[config.mk]
export PLATFORM = sky130hd
export DESIGN_NAME = tmw_timer
export DESIGN_NICKNAME = d
export VERILOG_FILES = /design/src/tmw_pkg.sv /design/src/tmw_timer.sv
export SDC_FILE = /design/constraint.sdc
export NUM_CORES = 1
export LEC_CHECK = 0
export BUFFER_PORTS_ARGS = -buffer_cell sky130_fd_sc_hd__buf_2
export CAP_MARGIN = 10
export CORE_ASPECT_RATIO = 1.75
export CORE_MARGIN = 2
export CORE_UTILIZATION = 50
export DETAILED_ROUTE_END_ITERATION = 16
export GPL_TIMING_DRIVEN = 0
export PLACE_DENSITY = 0.76
export SYNTH_ARGS = -nofsm -noshare
export SYNTH_HDL_FRONTEND = slang
export SYNTH_SLANG_ARGS = --single-unit
[constraint.sdc]
create_clock -name aclk -period 6.1 [get_ports aclk]
set_input_delay 1.22 -clock aclk [delete_from_list [all_inputs] [get_ports aclk]]
set_output_delay 1.22 -clock aclk [all_outputs]
set_load 0.05 [all_outputs]
[src/tmw_pkg.sv]
// constants, register map and mode codes of the 8-bit waveform timer
// assumes a single 125 MHz clock and an AXI4-Lite master with 32-bit data
//
// What this block does
// - output mode zero leaves output state unchanged
// - output mode acts at next match; force acts now in normal and ctc modes only
// - normal mode counts up, wraps max to zero
// - normal mode sets overflow flag entering zero
// - ctc clears counter on the match tick
// - ctc compare writes are immediate, may miss match
// - ctc toggle mode inverts output every match
// - ctc sets overflow flag stepping max to zero
// - pin driven only when direction selects output
// - fast pwm counts bottom to max, then clears
// - fast pwm clears/sets on match, opposite at bottom
// - fast pwm sets overflow flag at max
// - fast pwm extremes give spike or constant level
// - fast pwm toggle mode gives square wave, buffered
// - fast pwm period is 256 ticks
// - phase pwm counts up, turns at max without holding, down
// - phase pwm clears/sets up-match, opposite down-match
// - phase pwm sets overflow flag at bottom
// - phase pwm period is 510 ticks
// - phase pwm extremes hold output low or high
// - at max output takes up-count match result, down-count result if compare is max
// - pwm compare buffered to max, others direct
// - a match sets compare flag next tick
// - count write blocks next-tick match, has priority
// - clock select zero stops the counter
package tmw_pkg;

	// ----------------------------------------
	// bus and register map
	// ----------------------------------------
	localparam int TMW_ADDR_W = 4;
	localparam logic [TMW_ADDR_W-1:0] TMW_OFF_CTRL = 4'h0;
	localparam logic [TMW_ADDR_W-1:0] TMW_OFF_COUNT = 4'h4;
	localparam logic [TMW_ADDR_W-1:0] TMW_OFF_COMPARE = 4'h8;
	localparam logic [TMW_ADDR_W-1:0] TMW_OFF_FLAGS = 4'hC;
	localparam logic [1:0] TMW_RESP_OKAY = 2'h0;
	localparam logic [1:0] TMW_RESP_SLVERR = 2'h2;

	// ----------------------------------------
	// field positions
	// ----------------------------------------
	localparam int TMW_CTRL_MODE_LSB = 0;
	localparam int TMW_CTRL_COM_LSB = 2;
	localparam int TMW_CTRL_CS_LSB = 4;
	localparam int TMW_CTRL_FORCE_BIT = 7;
	localparam int TMW_CTRL_PINDIR_BIT = 8;
	localparam int TMW_FLAG_OVF_BIT = 0;
	localparam int TMW_FLAG_CMP_BIT = 1;
	localparam int TMW_FLAG_DIR_BIT = 2;

	// ----------------------------------------
	// counter limits and reset values
	// ----------------------------------------
	localparam logic [7:0] TMW_MAX = 8'hFF;
	localparam logic [7:0] TMW_BOTTOM = 8'h00;
	localparam logic [7:0] TMW_ONE = 8'h01;
	localparam logic [7:0] TMW_RST_BYTE = 8'h00;
	localparam logic [31:0] TMW_RST_WORD = 32'h0000_0000;

	// ----------------------------------------
	// modes and clock sources
	// ----------------------------------------
	typedef enum logic [1:0] {
		TMW_WM_NORMAL = 2'h0,
		TMW_WM_PHASE = 2'h1,
		TMW_WM_CTC = 2'h2,
		TMW_WM_FAST = 2'h3
	} tmw_wave_e;

	localparam logic [1:0] TMW_COM_OFF = 2'h0;
	localparam logic [1:0] TMW_COM_TOGGLE = 2'h1;
	localparam logic [1:0] TMW_COM_CLEAR = 2'h2;
	localparam logic [1:0] TMW_COM_SET = 2'h3;

	localparam logic [2:0] TMW_CS_STOP = 3'h0;
	localparam logic [2:0] TMW_CS_DIV1 = 3'h1;
	localparam logic [2:0] TMW_CS_DIV8 = 3'h2;
	localparam logic [2:0] TMW_CS_DIV64 = 3'h3;
	localparam logic [2:0] TMW_CS_DIV256 = 3'h4;
	localparam logic [2:0] TMW_CS_DIV1024 = 3'h5;
	localparam logic [2:0] TMW_CS_EXT_FALL = 3'h6;
	localparam logic [2:0] TMW_CS_EXT_RISE = 3'h7;

	localparam int TMW_PRESC_W = 10;
	localparam logic [TMW_PRESC_W-1:0] TMW_PRESC_M8 = 10'h007;
	localparam logic [TMW_PRESC_W-1:0] TMW_PRESC_M64 = 10'h03F;
	localparam logic [TMW_PRESC_W-1:0] TMW_PRESC_M256 = 10'h0FF;
	localparam logic [TMW_PRESC_W-1:0] TMW_PRESC_M1024 = 10'h3FF;
	localparam logic [TMW_PRESC_W-1:0] TMW_PRESC_STEP = 10'h001;
	localparam logic [TMW_PRESC_W-1:0] TMW_PRESC_RST = 10'h000;

endpackage

[src/tmw_timer.sv]
// 8-bit timer with normal, ctc, fast pwm and phase pwm waveform modes
// assumes an AXI4-Lite master on aclk and an asynchronous external count pin
`timescale 1ns/10ps
module tmw_timer
(
	input wire logic aclk,
	input wire logic aresetn,
	input wire logic [tmw_pkg::TMW_ADDR_W-1:0] s_axi_awaddr,
	input wire logic s_axi_awvalid,
	output logic s_axi_awready,
	input wire logic [31:0] s_axi_wdata,
	input wire logic [3:0] s_axi_wstrb,
	input wire logic s_axi_wvalid,
	output logic s_axi_wready,
	output logic [1:0] s_axi_bresp,
	output logic s_axi_bvalid,
	input wire logic s_axi_bready,
	input wire logic [tmw_pkg::TMW_ADDR_W-1:0] s_axi_araddr,
	input wire logic s_axi_arvalid,
	output logic s_axi_arready,
	output logic [31:0] s_axi_rdata,
	output logic [1:0] s_axi_rresp,
	output logic s_axi_rvalid,
	input wire logic s_axi_rready,
	input wire logic ext_count_pin,
	output logic compare_output_pin,
	output logic compare_output_pin_oe,
	output logic overflow_flag,
	output logic compare_flag
);
	import tmw_pkg::*;

	// ----------------------------------------
	// declarations
	// ----------------------------------------
	logic aw_have_q;
	logic [TMW_ADDR_W-1:0] aw_addr_q;
	logic w_have_q;
	logic [31:0] w_data_q;
	logic [3:0] w_strb_q;
	logic bvalid_q;
	logic [1:0] bresp_q;
	logic rvalid_q;
	logic [31:0] rdata_q;
	logic [1:0] rresp_q;
	logic wr_fire;
	logic wr_ctrl;
	logic wr_count;
	logic wr_compare;
	logic wr_flags;
	logic [31:0] ctrl_word;
	logic [31:0] ctrl_new;
	tmw_wave_e mode_q;
	logic [1:0] com_q;
	logic [2:0] cs_q;
	logic pin_dir_q;
	logic [7:0] cnt_q;
	logic [7:0] cnt_d;
	logic dir_up_q;
	logic dir_up_d;
	logic [7:0] ocr_buf_q;
	logic [7:0] ocr_act_q;
	logic block_q;
	logic match_pend_q;
	logic ovf_q;
	logic cmp_q;
	logic oc_q;
	logic oc_d;
	logic [TMW_PRESC_W-1:0] presc_q;
	logic ext_s1_q;
	logic ext_s2_q;
	logic ext_s3_q;
	logic ext_stable_q;
	logic ext_rise;
	logic ext_fall;
	logic tick;
	logic is_pwm;
	logic at_max;
	logic at_bot;
	logic match_raw;
	logic ovf_set;
	logic force_fire;
	logic up_res;
	logic down_res;
	logic up_now;

	// ----------------------------------------
	// helpers
	// ----------------------------------------
	function automatic logic [31:0] tmw_merge(input logic [31:0] old_w, input logic [31:0] new_w,
		input logic [3:0] strb);
		logic [31:0] res;
		res = old_w;
		for (int i = 0; i < 4; i++)
		begin
			if (strb[i])
			begin
				res[i*8 +: 8] = new_w[i*8 +: 8];
			end
		end
		return res;
	endfunction

	function automatic logic tmw_nonpwm_act(input logic [1:0] com, input logic cur);
		logic res;
		res = cur;
		unique case (com)
			TMW_COM_OFF: res = cur;
			TMW_COM_TOGGLE: res = ~cur;
			TMW_COM_CLEAR: res = 1'b0;
			TMW_COM_SET: res = 1'b1;
		endcase
		return res;
	endfunction

	function automatic logic tmw_mapped(input logic [TMW_ADDR_W-1:0] a);
		return (a == TMW_OFF_CTRL) || (a == TMW_OFF_COUNT) || (a == TMW_OFF_COMPARE) || (a == TMW_OFF_FLAGS);
	endfunction

	// ----------------------------------------
	// axi4-lite write channel
	// ----------------------------------------
	assign s_axi_awready = ~aw_have_q & ~bvalid_q;
	assign s_axi_wready = ~w_have_q & ~bvalid_q;
	assign s_axi_bvalid = bvalid_q;
	assign s_axi_bresp = bresp_q;
	assign wr_fire = aw_have_q & w_have_q & ~bvalid_q;
	assign wr_ctrl = wr_fire & (aw_addr_q == TMW_OFF_CTRL);
	assign wr_count = wr_fire & (aw_addr_q == TMW_OFF_COUNT) & w_strb_q[0];
	assign wr_compare = wr_fire & (aw_addr_q == TMW_OFF_COMPARE) & w_strb_q[0];
	assign wr_flags = wr_fire & (aw_addr_q == TMW_OFF_FLAGS) & w_strb_q[0];

	always_ff @(posedge aclk)
	begin
		if (!aresetn)
		begin
			aw_have_q <= 1'b0;
			aw_addr_q <= '0;
			w_have_q <= 1'b0;
			w_data_q <= TMW_RST_WORD;
			w_strb_q <= 4'h0;
			bvalid_q <= 1'b0;
			bresp_q <= TMW_RESP_OKAY;
		end
		else
		begin
			if (s_axi_awvalid && s_axi_awready)
			begin
				aw_have_q <= 1'b1;
				aw_addr_q <= s_axi_awaddr;
			end
			if (s_axi_wvalid && s_axi_wready)
			begin
				w_have_q <= 1'b1;
				w_data_q <= s_axi_wdata;
				w_strb_q <= s_axi_wstrb;
			end
			if (wr_fire)
			begin
				aw_have_q <= 1'b0;
				w_have_q <= 1'b0;
				bvalid_q <= 1'b1;
				bresp_q <= tmw_mapped(aw_addr_q) ? TMW_RESP_OKAY : TMW_RESP_SLVERR;
			end
			else if (bvalid_q && s_axi_bready)
			begin
				bvalid_q <= 1'b0;
			end
		end
	end

	// ----------------------------------------
	// axi4-lite read channel
	// ----------------------------------------
	assign s_axi_arready = ~rvalid_q;
	assign s_axi_rvalid = rvalid_q;
	assign s_axi_rdata = rdata_q;
	assign s_axi_rresp = rresp_q;

	always_ff @(posedge aclk)
	begin
		if (!aresetn)
		begin
			rvalid_q <= 1'b0;
			rdata_q <= TMW_RST_WORD;
			rresp_q <= TMW_RESP_OKAY;
		end
		else if (s_axi_arvalid && s_axi_arready)
		begin
			rvalid_q <= 1'b1;
			rresp_q <= tmw_mapped(s_axi_araddr) ? TMW_RESP_OKAY : TMW_RESP_SLVERR;
			rdata_q <= TMW_RST_WORD;
			unique case (s_axi_araddr)
				TMW_OFF_CTRL: rdata_q <= ctrl_word;
				TMW_OFF_COUNT: rdata_q[7:0] <= cnt_q;
				TMW_OFF_COMPARE: rdata_q[7:0] <= ocr_buf_q;
				TMW_OFF_FLAGS:
				begin
					rdata_q[TMW_FLAG_OVF_BIT] <= ovf_q;
					rdata_q[TMW_FLAG_CMP_BIT] <= cmp_q;
					rdata_q[TMW_FLAG_DIR_BIT] <= dir_up_q;
				end
				default: rdata_q <= TMW_RST_WORD;
			endcase
		end
		else if (rvalid_q && s_axi_rready)
		begin
			rvalid_q <= 1'b0;
		end
	end

	// ----------------------------------------
	// control register
	// ----------------------------------------
	always_comb
	begin
		ctrl_word = TMW_RST_WORD;
		ctrl_word[TMW_CTRL_MODE_LSB +: 2] = mode_q;
		ctrl_word[TMW_CTRL_COM_LSB +: 2] = com_q;
		ctrl_word[TMW_CTRL_CS_LSB +: 3] = cs_q;
		ctrl_word[TMW_CTRL_PINDIR_BIT] = pin_dir_q;
	end

	assign ctrl_new = tmw_merge(ctrl_word, w_data_q, w_strb_q);

	always_ff @(posedge aclk)
	begin
		if (!aresetn)
		begin
			mode_q <= TMW_WM_NORMAL;
			com_q <= TMW_COM_OFF;
			cs_q <= TMW_CS_STOP;
			pin_dir_q <= 1'b0;
		end
		else if (wr_ctrl)
		begin
			mode_q <= tmw_wave_e'(ctrl_new[TMW_CTRL_MODE_LSB +: 2]);
			com_q <= ctrl_new[TMW_CTRL_COM_LSB +: 2];
			cs_q <= ctrl_new[TMW_CTRL_CS_LSB +: 3];
			pin_dir_q <= ctrl_new[TMW_CTRL_PINDIR_BIT];
		end
	end

	// force strobe uses the mode and output mode written with it
	assign force_fire = wr_ctrl & w_strb_q[0] & w_data_q[TMW_CTRL_FORCE_BIT]
		& ~ctrl_new[TMW_CTRL_MODE_LSB];

	// ----------------------------------------
	// tick generation
	// ----------------------------------------
	always_ff @(posedge aclk)
	begin
		if (!aresetn)
		begin
			presc_q <= TMW_PRESC_RST;
			ext_s1_q <= 1'b0;
			ext_s2_q <= 1'b0;
			ext_s3_q <= 1'b0;
			ext_stable_q <= 1'b0;
		end
		else
		begin
			presc_q <= presc_q + TMW_PRESC_STEP;
			ext_s1_q <= ext_count_pin;
			ext_s2_q <= ext_s1_q;
			ext_s3_q <= ext_s2_q;
			if (ext_s2_q == ext_s3_q)
			begin
				ext_stable_q <= ext_s3_q;
			end
		end
	end

	assign ext_rise = (ext_s2_q == ext_s3_q) & ext_s3_q & ~ext_stable_q;
	assign ext_fall = (ext_s2_q == ext_s3_q) & ~ext_s3_q & ext_stable_q;

	always_comb
	begin
		tick = 1'b0;
		unique case (cs_q)
			TMW_CS_STOP: tick = 1'b0;
			TMW_CS_DIV1: tick = 1'b1;
			TMW_CS_DIV8: tick = (presc_q & TMW_PRESC_M8) == TMW_PRESC_M8;
			TMW_CS_DIV64: tick = (presc_q & TMW_PRESC_M64) == TMW_PRESC_M64;
			TMW_CS_DIV256: tick = (presc_q & TMW_PRESC_M256) == TMW_PRESC_M256;
			TMW_CS_DIV1024: tick = presc_q == TMW_PRESC_M1024;
			TMW_CS_EXT_FALL: tick = ext_fall;
			TMW_CS_EXT_RISE: tick = ext_rise;
		endcase
	end

	// ----------------------------------------
	// counter unit
	// ----------------------------------------
	assign is_pwm = (mode_q == TMW_WM_PHASE) || (mode_q == TMW_WM_FAST);
	assign at_max = cnt_q == TMW_MAX;
	assign at_bot = cnt_q == TMW_BOTTOM;
	assign match_raw = (cnt_q == ocr_act_q) & ~block_q;

	always_comb
	begin
		cnt_d = cnt_q + TMW_ONE;
		dir_up_d = 1'b1;
		unique case (mode_q)
			TMW_WM_NORMAL: cnt_d = cnt_q + TMW_ONE;
			TMW_WM_CTC: cnt_d = match_raw ? TMW_BOTTOM : cnt_q + TMW_ONE;
			TMW_WM_FAST: cnt_d = at_max ? TMW_BOTTOM : cnt_q + TMW_ONE;
			TMW_WM_PHASE:
			begin
				dir_up_d = dir_up_q ? ~at_max : at_bot;
				cnt_d = dir_up_d ? cnt_q + TMW_ONE : cnt_q - TMW_ONE;
			end
		endcase
	end

	always_ff @(posedge aclk)
	begin
		if (!aresetn)
		begin
			cnt_q <= TMW_RST_BYTE;
			dir_up_q <= 1'b1;
		end
		else if (wr_count)
		begin
			cnt_q <= w_data_q[7:0];
		end
		else if (tick)
		begin
			cnt_q <= cnt_d;
			dir_up_q <= dir_up_d;
		end
	end

	always_ff @(posedge aclk)
	begin
		if (!aresetn)
		begin
			block_q <= 1'b0;
		end
		else if (wr_count)
		begin
			block_q <= 1'b1;
		end
		else if (tick)
		begin
			block_q <= 1'b0;
		end
	end

	// ----------------------------------------
	// compare value buffering
	// ----------------------------------------
	always_ff @(posedge aclk)
	begin
		if (!aresetn)
		begin
			ocr_buf_q <= TMW_RST_BYTE;
			ocr_act_q <= TMW_RST_BYTE;
		end
		else
		begin
			if (wr_compare)
			begin
				ocr_buf_q <= w_data_q[7:0];
			end
			if (!is_pwm)
			begin
				ocr_act_q <= wr_compare ? w_data_q[7:0] : ocr_buf_q;
			end
			else if (tick && at_max && !wr_count)
			begin
				ocr_act_q <= ocr_buf_q;
			end
		end
	end

	// ----------------------------------------
	// flags
	// ----------------------------------------
	// normal, ctc, fast: step out of max; phase: step into bottom
	assign ovf_set = tick & ~wr_count & (is_pwm && mode_q == TMW_WM_PHASE ? (cnt_d == TMW_BOTTOM) : at_max);

	always_ff @(posedge aclk)
	begin
		if (!aresetn)
		begin
			ovf_q <= 1'b0;
			cmp_q <= 1'b0;
			match_pend_q <= 1'b0;
		end
		else
		begin
			if (tick)
			begin
				match_pend_q <= match_raw;
			end
			if (ovf_set)
			begin
				ovf_q <= 1'b1;
			end
			else if (wr_flags && w_data_q[TMW_FLAG_OVF_BIT])
			begin
				ovf_q <= 1'b0;
			end
			if (tick && match_pend_q)
			begin
				cmp_q <= 1'b1;
			end
			else if (wr_flags && w_data_q[TMW_FLAG_CMP_BIT])
			begin
				cmp_q <= 1'b0;
			end
		end
	end

	assign overflow_flag = ovf_q;
	assign compare_flag = cmp_q;

	// ----------------------------------------
	// waveform generator
	// ----------------------------------------
	assign up_res = com_q[0];
	assign down_res = ~com_q[0];
	assign up_now = at_bot | dir_up_q;

	always_comb
	begin
		oc_d = oc_q;
		unique case (mode_q)
			TMW_WM_NORMAL, TMW_WM_CTC:
			begin
				if (tick && match_raw)
				begin
					oc_d = tmw_nonpwm_act(com_q, oc_q);
				end
			end
			TMW_WM_FAST:
			begin
				if (tick && at_max && com_q[1])
				begin
					oc_d = ~com_q[0];
				end
				else if (tick && match_raw)
				begin
					oc_d = tmw_nonpwm_act(com_q, oc_q);
				end
			end
			TMW_WM_PHASE:
			begin
				if (tick && com_q[1] && at_max)
				begin
					oc_d = (ocr_act_q == TMW_MAX) ? down_res : up_res;
				end
				else if (tick && com_q[1] && match_raw)
				begin
					oc_d = up_now ? up_res : down_res;
				end
			end
		endcase
		// force acts now with the output mode written with it
		if (force_fire)
		begin
			oc_d = tmw_nonpwm_act(ctrl_new[TMW_CTRL_COM_LSB +: 2], oc_q);
		end
	end

	always_ff @(posedge aclk)
	begin
		if (!aresetn)
		begin
			oc_q <= 1'b0;
		end
		else
		begin
			oc_q <= oc_d;
		end
	end

	assign compare_output_pin = oc_q;
	assign compare_output_pin_oe = pin_dir_q & (com_q != TMW_COM_OFF);

endmodule

==> out/results.ini, run 1 <==
[synth]
yosysTopAreaCell = dfxtp_1
synth-seq-cells = 82
ys_warn_count = 0
syn_inst = 542
syn-cell-area_um2 = 4550
synth_area_leaders = dfxtp_1 36%, nor2_1 5.5%, mux2i_1 5.5%
synth_edf_count = 0
synth.top_cell.area_share_pct = 36.0
seq_area_frac_synth_pct = 36.0
yosys_most_used_dff = dfxtp_1
synth_cell_types = 70
synthArstFlopShare_pct = 0
avgSynthCellArea_um2 = 8.40

[cts]
clockRootBuffer = clkbuf_16
insertion_delay_ps = 350
cts_tree = built
cts_buffers = 9
cts_setup_buffers = 0
cts.repair.resized = 0
postCtsHoldBufs = 0
clock_path_buffers = 2
path_clk_slew_ps = 60
clock_sinks = 82
cts_max_level = 3

[route]
ant_nets = 0
drtPass1Iterations = 6
drc = 0
vias = 4199
drt-total-wl_um = 12700
via_per_inst = 5.63
wl_per_cell_um = 17.1
first_iter_violations = 354

[setup_path]
worstSetupStartpointType = register
critPathRequiredTime_ps = 4880
critical_path_arrival_ps = 1600
critical_path_class = reg -> out
regToRegSetupSlack_ps = 3360
critical_path_peak_fanout = 9
cp-end-kind = primary output

[power]
switching_share_pct = 25.7
p_clk_share_pct = 44.6
intPower_w = 0.000939
power_frac_seq_pct = 44.8
power_frac_comb_pct = 10.6
powerDensity_nw_per_um2 = 237
power.switching_w = 0.000324
peakVddDrop_mv = 0.268
p_leak_nw = 2.29

[grt]
grt_usage_pct = 26.5
antenna_found_initial = 0
grt_max_degree = 14
grt_pass1_vias = 4209
overflow = 0
grt_pass1_wl_um = 20500

[floorplanning]
dieHeight_um = 130
core_um2 = 8980
dieWidth_um = 76.1
pin_count = 97
start_util_pct = 50.7
dieArea_um2 = 9920
rows = 46

[finish]
nets = 680
area_delta_synth_final_pct = 17.0
final_cell_mix = 82 x dfxtp_1, 67 x nor2_1, 57 x nand2_1
fin_area_um2 = 5330
drive_above_1_share_pct = 19.5
n_antenna_cell = 0
final_common_cell = dfxtp_1

[timing]
final.min_clock_period_ps = 2820
worst_pin_slew_ps = 992
fin_crit_sh_pct = 46.3
setup_violations = 0
finalMaxSlewViolations = 0
finalClockSkew_ps = 6.84
rsz0062_at_grt = no
slew_headroom_pct = 33.4
finalHoldViolations = 0
tns_ps = 0
fmax_mhz = 354

[placed_design]
placedInstanceArea_um2 = 5010
numPortBuffers = 44
dp_hpwl_um = 9610
place_congestion = 0.922

[status]
status = finished, final reports clean

[min_path]
hold_class = reg -> reg

[job]
drv_cap = 0

worst paths after layout:
kind / startpoint / end / cells after the start
worst min-delay path: ext_s1_q$_SDFF_PN0_ / ext_s2_q$_SDFF_PN0_ / 1
worst min register to register: ext_s1_q$_SDFF_PN0_ / ext_s2_q$_SDFF_PN0_ / 1
worst max-delay path: com_q[0]$_SDFFE_PN0P_ / compare_output_pin_oe / 4
worst max register to register: cnt_q[1]$_SDFFE_PN0P_ / overflow_flag$_SDFFE_PN0P_ / 9
synth_stat cells, types with 6 or more instances:
cell,count
nand2_1,57
buf_2,6
and2_1,12
nor3_1,12
mux2i_1,25
a31oi_1,6
ha_1,7
a22oi_1,9
dfxtp_1,82
a211oi_1,10
buf_4,28
xnor2_1,15
nand4_1,8
nand3_1,14
a21oi_1,29
clkbuf_1,17
buf_6,6
inv_1,17
o21ai_0,16
o211ai_1,10
and3_1,8
nor2_1,67
sequential cells by signal, summed over array words and instances (netlist names), 2 cells and up:
signal,count
s_axi_rdata,9
cnt_q,8
presc_q,10
w_data_q,9
ocr_act_q,8
cs_q,3
mode_q,2
aw_addr_q,4
com_q,2
w_strb_q,2
ocr_buf_q,8
metrics by stage:
stage | hold WS [ps] | util (%) | power [W] | cells | worst slack (ps)
finish | 434 | 59.4 | 0.00126 | 746 | 3280
global route | 467 | 59.4 | 0.00130 | 746 | 3190
CTS | 437 | 59.4 | 0.00126 | 746 | 3290
detailed placement | 423 | 55.9 | 0.000710 | 730 | 3370
global placement | 415 | 55.9 | 0.000708 | 730 | 3400
floorplan | 412 | - | 0.000679 | 566 | 3600
routing by layer:
layer	GRT usage, %	share of wire, %
met4	24.4	8.0
met1	24.8	34
met2	49.3	52
met3	4.29	5.5
met5	0	0
power by group through the flow:
stage | logic (W) | registers (W) | clock network (W)
finish | 0.000134 | 0.000566 | 0.000563
global route | 0.000145 | 0.000567 | 0.000585
CTS | 0.000134 | 0.000565 | 0.000565
detailed placement | 0.000133 | 0.000577 | 0
global placement | 0.000132 | 0.000576 | 0
floorplan | 0.0000991 | 0.000579 | 0
critical path: stages, from the launching register on:
cell,delay [ps]
dfxtp_1,300
clkbuf_1,340
or2_2,230
and2_1,130
buf_2,260
cells by family after synthesis:
logic type      share of synthesized area (%)
fa+ha+maj                                1.92
compound gates                           16.5
other cells                            0.0823
xor+xnor                                 3.85
simple gates                             23.8
flops                                    36.0
buf+inv                                  9.56
mux                                      8.30
final cells by class:
class,instances,area [um2]
plain buffers,57,372
clock buffers,12,267
clock inverters,4,48.8
fillers,819,3650
inverters,17,63.8
multi-input cells,410,2570
flip-flops and latches,82,1640
well taps,120,150
repair buffers,44,220
Power figures use the tool's default switching activity.
==> run 2: changes to the inputs <==
--- a/config.mk
+++ b/config.mk
@@ -12,7 +12,7 @@
 export CORE_UTILIZATION = 50
 export DETAILED_ROUTE_END_ITERATION = 16
 export GPL_TIMING_DRIVEN = 0
-export PLACE_DENSITY = 0.76
+export PLACE_DENSITY = 0.79
 export SYNTH_ARGS = -nofsm -noshare
 export SYNTH_HDL_FRONTEND = slang
 export SYNTH_SLANG_ARGS = --single-unit
==> constraint.sdc (replaced) <==
create_clock -name aclk -period 2.33 [get_ports aclk]
set_input_delay 0.466 -clock aclk [delete_from_list [all_inputs] [get_ports aclk]]
set_output_delay 0.466 -clock aclk [all_outputs]
set_load 0.05 [all_outputs]
==> run 2 against run 1 <==
Compared with the run above: final cell count is 1.2% higher; clock skew is 0.77 ps lower; critical path depth is 4 higher; sequential power grew to 2.6 times the previous value; non-clock buffer count is 11 higher; die area stayed put; power grew to 2.6 times the previous value; count of clock-buffer cells in the layout is 3 lower; critical endpoint is now overflow_flag$_SDFFE_PN0P_; wire length is 3.3% higher; flip-flop and latch count stayed put; the flow now finishes with violations (negative setup slack); sequential share of layout area is 1.1 points lower; combinational power grew to 2.7 times the previous value.
==> out/results.ini, run 2 (synthesized netlist as in run 1, its figures left out) <==
[status]
status = finished with violations
failed_checks = negative setup slack

[timing]
fin_ws_ps = -29.7
fmax_mhz = 424
rsz0062_at_grt = yes
finalMaxSlewViolations = 0
finalClockSkew_ps = 6.07
tns_ps = -29.7
fin_hold_ws_ps = 305
finalHoldViolations = 0
final.min_clock_period_ps = 2360
setup_violations = 1
worst_pin_slew_ps = 1010
fin_crit_sh_pct = 101
slew_headroom_pct = 32.0

[setup_path]
critical_path_peak_fanout = 8
critical_path_class = reg -> reg
regToRegSetupSlack_ps = -30
worstSetupStartpointType = register
worstReg2RegEnd = overflow_flag$_SDFFE_PN0P_
max_stage_delay_ps = 530
cp-end-kind = register
critPathRequiredTime_ps = 2590
crit_chain = buf_4, nor4_4, a31oi_4, or4_4, o211ai_2, nor4b_2, nand4_1, o31ai_2
crit_slowest_cell = or4_4
r2r_cells = 8
reg2reg_from = cnt_q[5]$_SDFFE_PN0P_
critical_path_arrival_ps = 2620

[floorplanning]
start_util_pct = 50.7
core_um2 = 8980
dieHeight_um = 130
pin_count = 97
dieWidth_um = 76.1
rows = 46
dieArea_um2 = 9920

[route]
drc = 0
drtPass1Iterations = 5
vias = 4300
first_iter_violations = 282
wl_per_cell_um = 17.4
ant_nets = 0
drt-total-wl_um = 13200
wl_met2_um = 6930
dr.max_layer_used = met4
wl_met3_um = 720
wl_met1_um = 4560
via_per_inst = 5.70

[finish]
nets = 691
n_antenna_cell = 0
drive_above_1_share_pct = 24.7
top_register = presc_q
fin_area_um2 = 5580
fin_util_pct = 62.2
final_common_cell = dfxtp_1
area_delta_synth_final_pct = 22.6
largest_reg_flops = 10
final_cell_mix = 77 x dfxtp_1, 66 x nor2_1, 56 x nand2_1

[cts]
clock_path_buffers = 2
path_clk_slew_ps = 60
cts_buffers = 9
clock_sinks = 82
clockRootBuffer = clkbuf_16
cts_max_level = 3
insertion_delay_ps = 340
cts_tree = built
postCtsHoldBufs = 0

[power]
intPower_w = 0.00247
power_frac_seq_pct = 44.5
p_leak_nw = 2.36
power_frac_comb_pct = 10.8
switching_share_pct = 25.6
power.switching_w = 0.000849
powerDensity_nw_per_um2 = 594
p_clk_share_pct = 44.7
peakVddDrop_mv = 0.716

[grt]
grt_usage_pct = 26.7
antenna_found_initial = 0
grt_pass1_wl_um = 20500
grt_max_degree = 14
grt_pass1_vias = 4283
overflow = 0

[placed_design]
placedInstanceArea_um2 = 5010
dp_hpwl_um = 9790
dp_slack_ps = -461
numPortBuffers = 44
place_congestion = 0.955

[min_path]
hold_start = s_axi_rready
whs_endpoint = s_axi_rvalid$_SDFFE_PN0P_
whs_path_depth = 2
hold_class = in -> reg

[job]
drv_cap = 0

## run 2: worst max-delay path: cells and delay by family (launching register included)
kind                   cells  cell delay, ps
and+or+nand+nor            4            1280
DFF                        1             300
buffers and inverters      1             170
AOI/OAI and AO/OA          3             530
## run 2: area by class of cell
cell class,count,area (um2)
Buffer,57,388
Clock inverter,5,81.3
Timing Repair Buffer,55,307
Multi-Input combinational cell,410,2710
Clock buffer,9,225
Inverter,17,63.8
Sequential cell,82,1660
Fill cell,807,3400
Tap cell,120,150
## run 2: power by group through the flow
stage          sequential [W]  clock (W)  combinational [W]
2_1_floorplan         0.00152          0           0.000260
3_3_place_gp          0.00151          0           0.000346
3_5_place_dp          0.00151          0           0.000351
4_1_cts               0.00148    0.00149           0.000353
5_1_grt               0.00148    0.00155           0.000383
6_report              0.00148    0.00148           0.000357
## run 2: through the flow
| stage | instances | power [W] |
|---|---|---|
| 6_report | 755 | 0.00332 |
| 5_1_grt | 755 | 0.00342 |
| 4_1_cts | 749 | 0.00332 |
| 3_5_place_dp | 730 | 0.00186 |
| 3_3_place_gp | 730 | 0.00185 |
| 2_1_floorplan | 566 | 0.00178 |
## run 2: timing repair
item,CTS,global route
gates resized for setup,21,28
setup endpoints to repair,14,10
pin swaps,6,9
endpoints found under the hold margin,0,0
setup buffers,5,6
## run 2: worst max-delay path by stage
stage	startpoint	to	slack (ps)
after CTS	presc_q[0]$_SDFF_PN0_	compare_output_pin$_SDFFE_PN0P_	10
after floorplan	s_axi_bvalid$_SDFFE_PN0P_	ocr_act_q[3]$_SDFFE_PN0P_	50
after detailed placement	presc_q[0]$_SDFF_PN0_	cnt_q[1]$_SDFFE_PN0P_	-460
after global routing	cnt_q[5]$_SDFFE_PN0P_	overflow_flag$_SDFFE_PN0P_	-70
final	cnt_q[5]$_SDFFE_PN0P_	overflow_flag$_SDFFE_PN0P_	-30
after global placement	presc_q[0]$_SDFF_PN0_	cnt_q[1]$_SDFFE_PN0P_	-460
## run 2: per-layer routing
metal  GRT usage [%]  up-vias
met5               0        -
met4            23.1        0
met3            5.74       63
met2            49.7      180
met1            24.5     2013
li1                -     2044
==> run 3: changes to the inputs <==
--- a/config.mk
+++ b/config.mk
@@ -6,7 +6,6 @@
 export NUM_CORES = 1
 export LEC_CHECK = 0
 export BUFFER_PORTS_ARGS = -buffer_cell sky130_fd_sc_hd__buf_2
-export CAP_MARGIN = 10
 export CORE_ASPECT_RATIO = 1.75
 export CORE_MARGIN = 2
 export CORE_UTILIZATION = 50
==> constraint.sdc (replaced) <==
create_clock -name aclk -period 2.1 [get_ports aclk]
set_input_delay 0.42 -clock aclk [delete_from_list [all_inputs] [get_ports aclk]]
set_output_delay 0.42 -clock aclk [all_outputs]
set_load 0.05 [all_outputs]
==> run 3 against run 2 <==
Compared with the run above: the run still ends with negative setup slack left; clock power rose by 16%; clock skew about the same; core utilization increased by 4.5 points; fmax down 0.35%; hold slack lost 41 ps; count of clock-buffer cells in the layout increased by 1; wire length grew 8.5%; combinational power up 17%; flip-flop and latch count is the same; setup slack lost 240 ps.
==> out/results.ini, run 3 (synthesized netlist as in run 1, its figures left out) <==
[timing]
tns_ps = -1150
rsz0062_at_grt = yes
fin_crit_sh_pct = 113
finalMaxSlewViolations = 0
final.min_clock_period_ps = 2370
fmax_mhz = 422
finalClockSkew_ps = 5.78
fin_hold_ws_ps = 264
worst_pin_slew_ps = 810
setup_violations = 13
slew_headroom_pct = 46.0
finalHoldViolations = 0
fin_ws_ps = -268

[finish]
n_antenna_cell = 0
drive_above_1_share_pct = 32.0
fin_area_um2 = 5980
final_common_cell = dfxtp_1
nets = 710
largest_reg_flops = 10
fillCellCount = 713
final_cell_mix = 72 x dfxtp_1, 63 x nor2_1, 55 x nand2_1
regArea_um2 = 1660
multi_input_area_um2 = 2910
top_register = presc_q
area_delta_synth_final_pct = 31.4

[setup_path]
cp-end-kind = register
critical_path_class = reg -> reg
critPathRequiredTime_ps = 2350
critical_path_peak_fanout = 7
regToRegSetupSlack_ps = -270
critical_path_arrival_ps = 2620
worstSetupStartpointType = register

[floorplanning]
dieHeight_um = 130
rows = 46
dieWidth_um = 76.1
core_um2 = 8980
pin_count = 97
dieArea_um2 = 9920
start_util_pct = 50.7

[route]
drt-total-wl_um = 14300
vias = 4582
wl_per_cell_um = 18.4
drc = 0
via_per_inst = 5.90
drtPass1Iterations = 5
ant_nets = 0
first_iter_violations = 400

[cts]
clock_sinks = 82
insertion_delay_ps = 350
clock_path_buffers = 2
postCtsHoldBufs = 0
clockRootBuffer = clkbuf_16
cts_tree = built
cts_buffers = 9
cts_max_level = 3
path_clk_slew_ps = 60

[placed_design]
dp_slack_ps = -565
placedInstanceArea_um2 = 5040
dp_hpwl_um = 9700
place_congestion = 0.946
numPortBuffers = 44

[grt]
antenna_found_initial = 0
grt_pass1_wl_um = 20900
overflow = 0
grt_pass1_vias = 4221
grt_max_degree = 15
grt_usage_pct = 27.1

[status]
failed_checks = negative setup slack
status = finished with violations

[min_path]
hold_class = in -> reg

[job]
drv_cap = 0

[power]
powerDensity_nw_per_um2 = 631
p_leak_nw = 2.52
peakVddDrop_mv = 0.673

## run 3: layout make-up
cell class,instances,area share (%)
multi-input cells,410,48.6
flip-flops and latches,82,27.8
repair buffers,78,8.47
plain buffers,53,6.10
clock buffers,10,3.99
well taps,120,2.51
clock inverters,6,1.48
inverters,17,1.07
## run 3: report_power, final
| group | leakage, nW | internal (W) | switching (W) | total [W] |
|---|---|---|---|---|
| combinational | 1.69 | 0.000130 | 0.000288 | 0.000417 |
| sequential | 0.671 | 0.00159 | 0.0000496 | 0.00164 |
| clock | 0.155 | 0.00107 | 0.000640 | 0.00171 |
| total | 2.52 | 0.00280 | 0.000977 | 0.00377 |
## run 3: timing repair
item,in CTS,in global routing
gates resized for setup,41,53
setup buffers,21,13
pin swaps,17,26
endpoints found under the setup margin,17,16
cloned,0,0
## run 3: routing by layer
metal	routed length [um]	global-route usage, %	vias to the layer above
li1	-	-	2091
met1	4640	25.0	2144
met2	7490	51.5	247
met3	931	4.50	100
met4	1220	23.3	0
met5	0	0	-
## run 3: worst max-delay path, stage by stage, from the launching register on
cell and delay [ps]:
dfxtp_2 320, buf_6 140, nor4_4 350, a31oi_4 200
buf_6 160, o21a_4 230, and3_4 190, nor3_4 260
nand4_1 190, o31ai_2 230
## run 3: final timing paths
| kind | start | end | depth (start not counted) |
|---|---|---|---|
| setup / recovery | cnt_q[3]$_SDFFE_PN0P_ | overflow_flag$_SDFFE_PN0P_ | 9 |
| hold / removal | s_axi_rready | s_axi_rvalid$_SDFFE_PN0P_ | 2 |
| setup reg to reg | cnt_q[3]$_SDFFE_PN0P_ | overflow_flag$_SDFFE_PN0P_ | 9 |
| hold reg to reg | ext_s1_q$_SDFF_PN0_ | ext_s2_q$_SDFF_PN0_ | 1 |
## run 3: metrics by stage
step	cells	total power, W	util [%]
CTS	766	0.00377	63.3
finish	776	0.00377	66.7
global route	776	0.00389	66.7
global placement	730	0.00206	56.2
detailed placement	730	0.00207	56.2
floorplan	566	0.00197	-
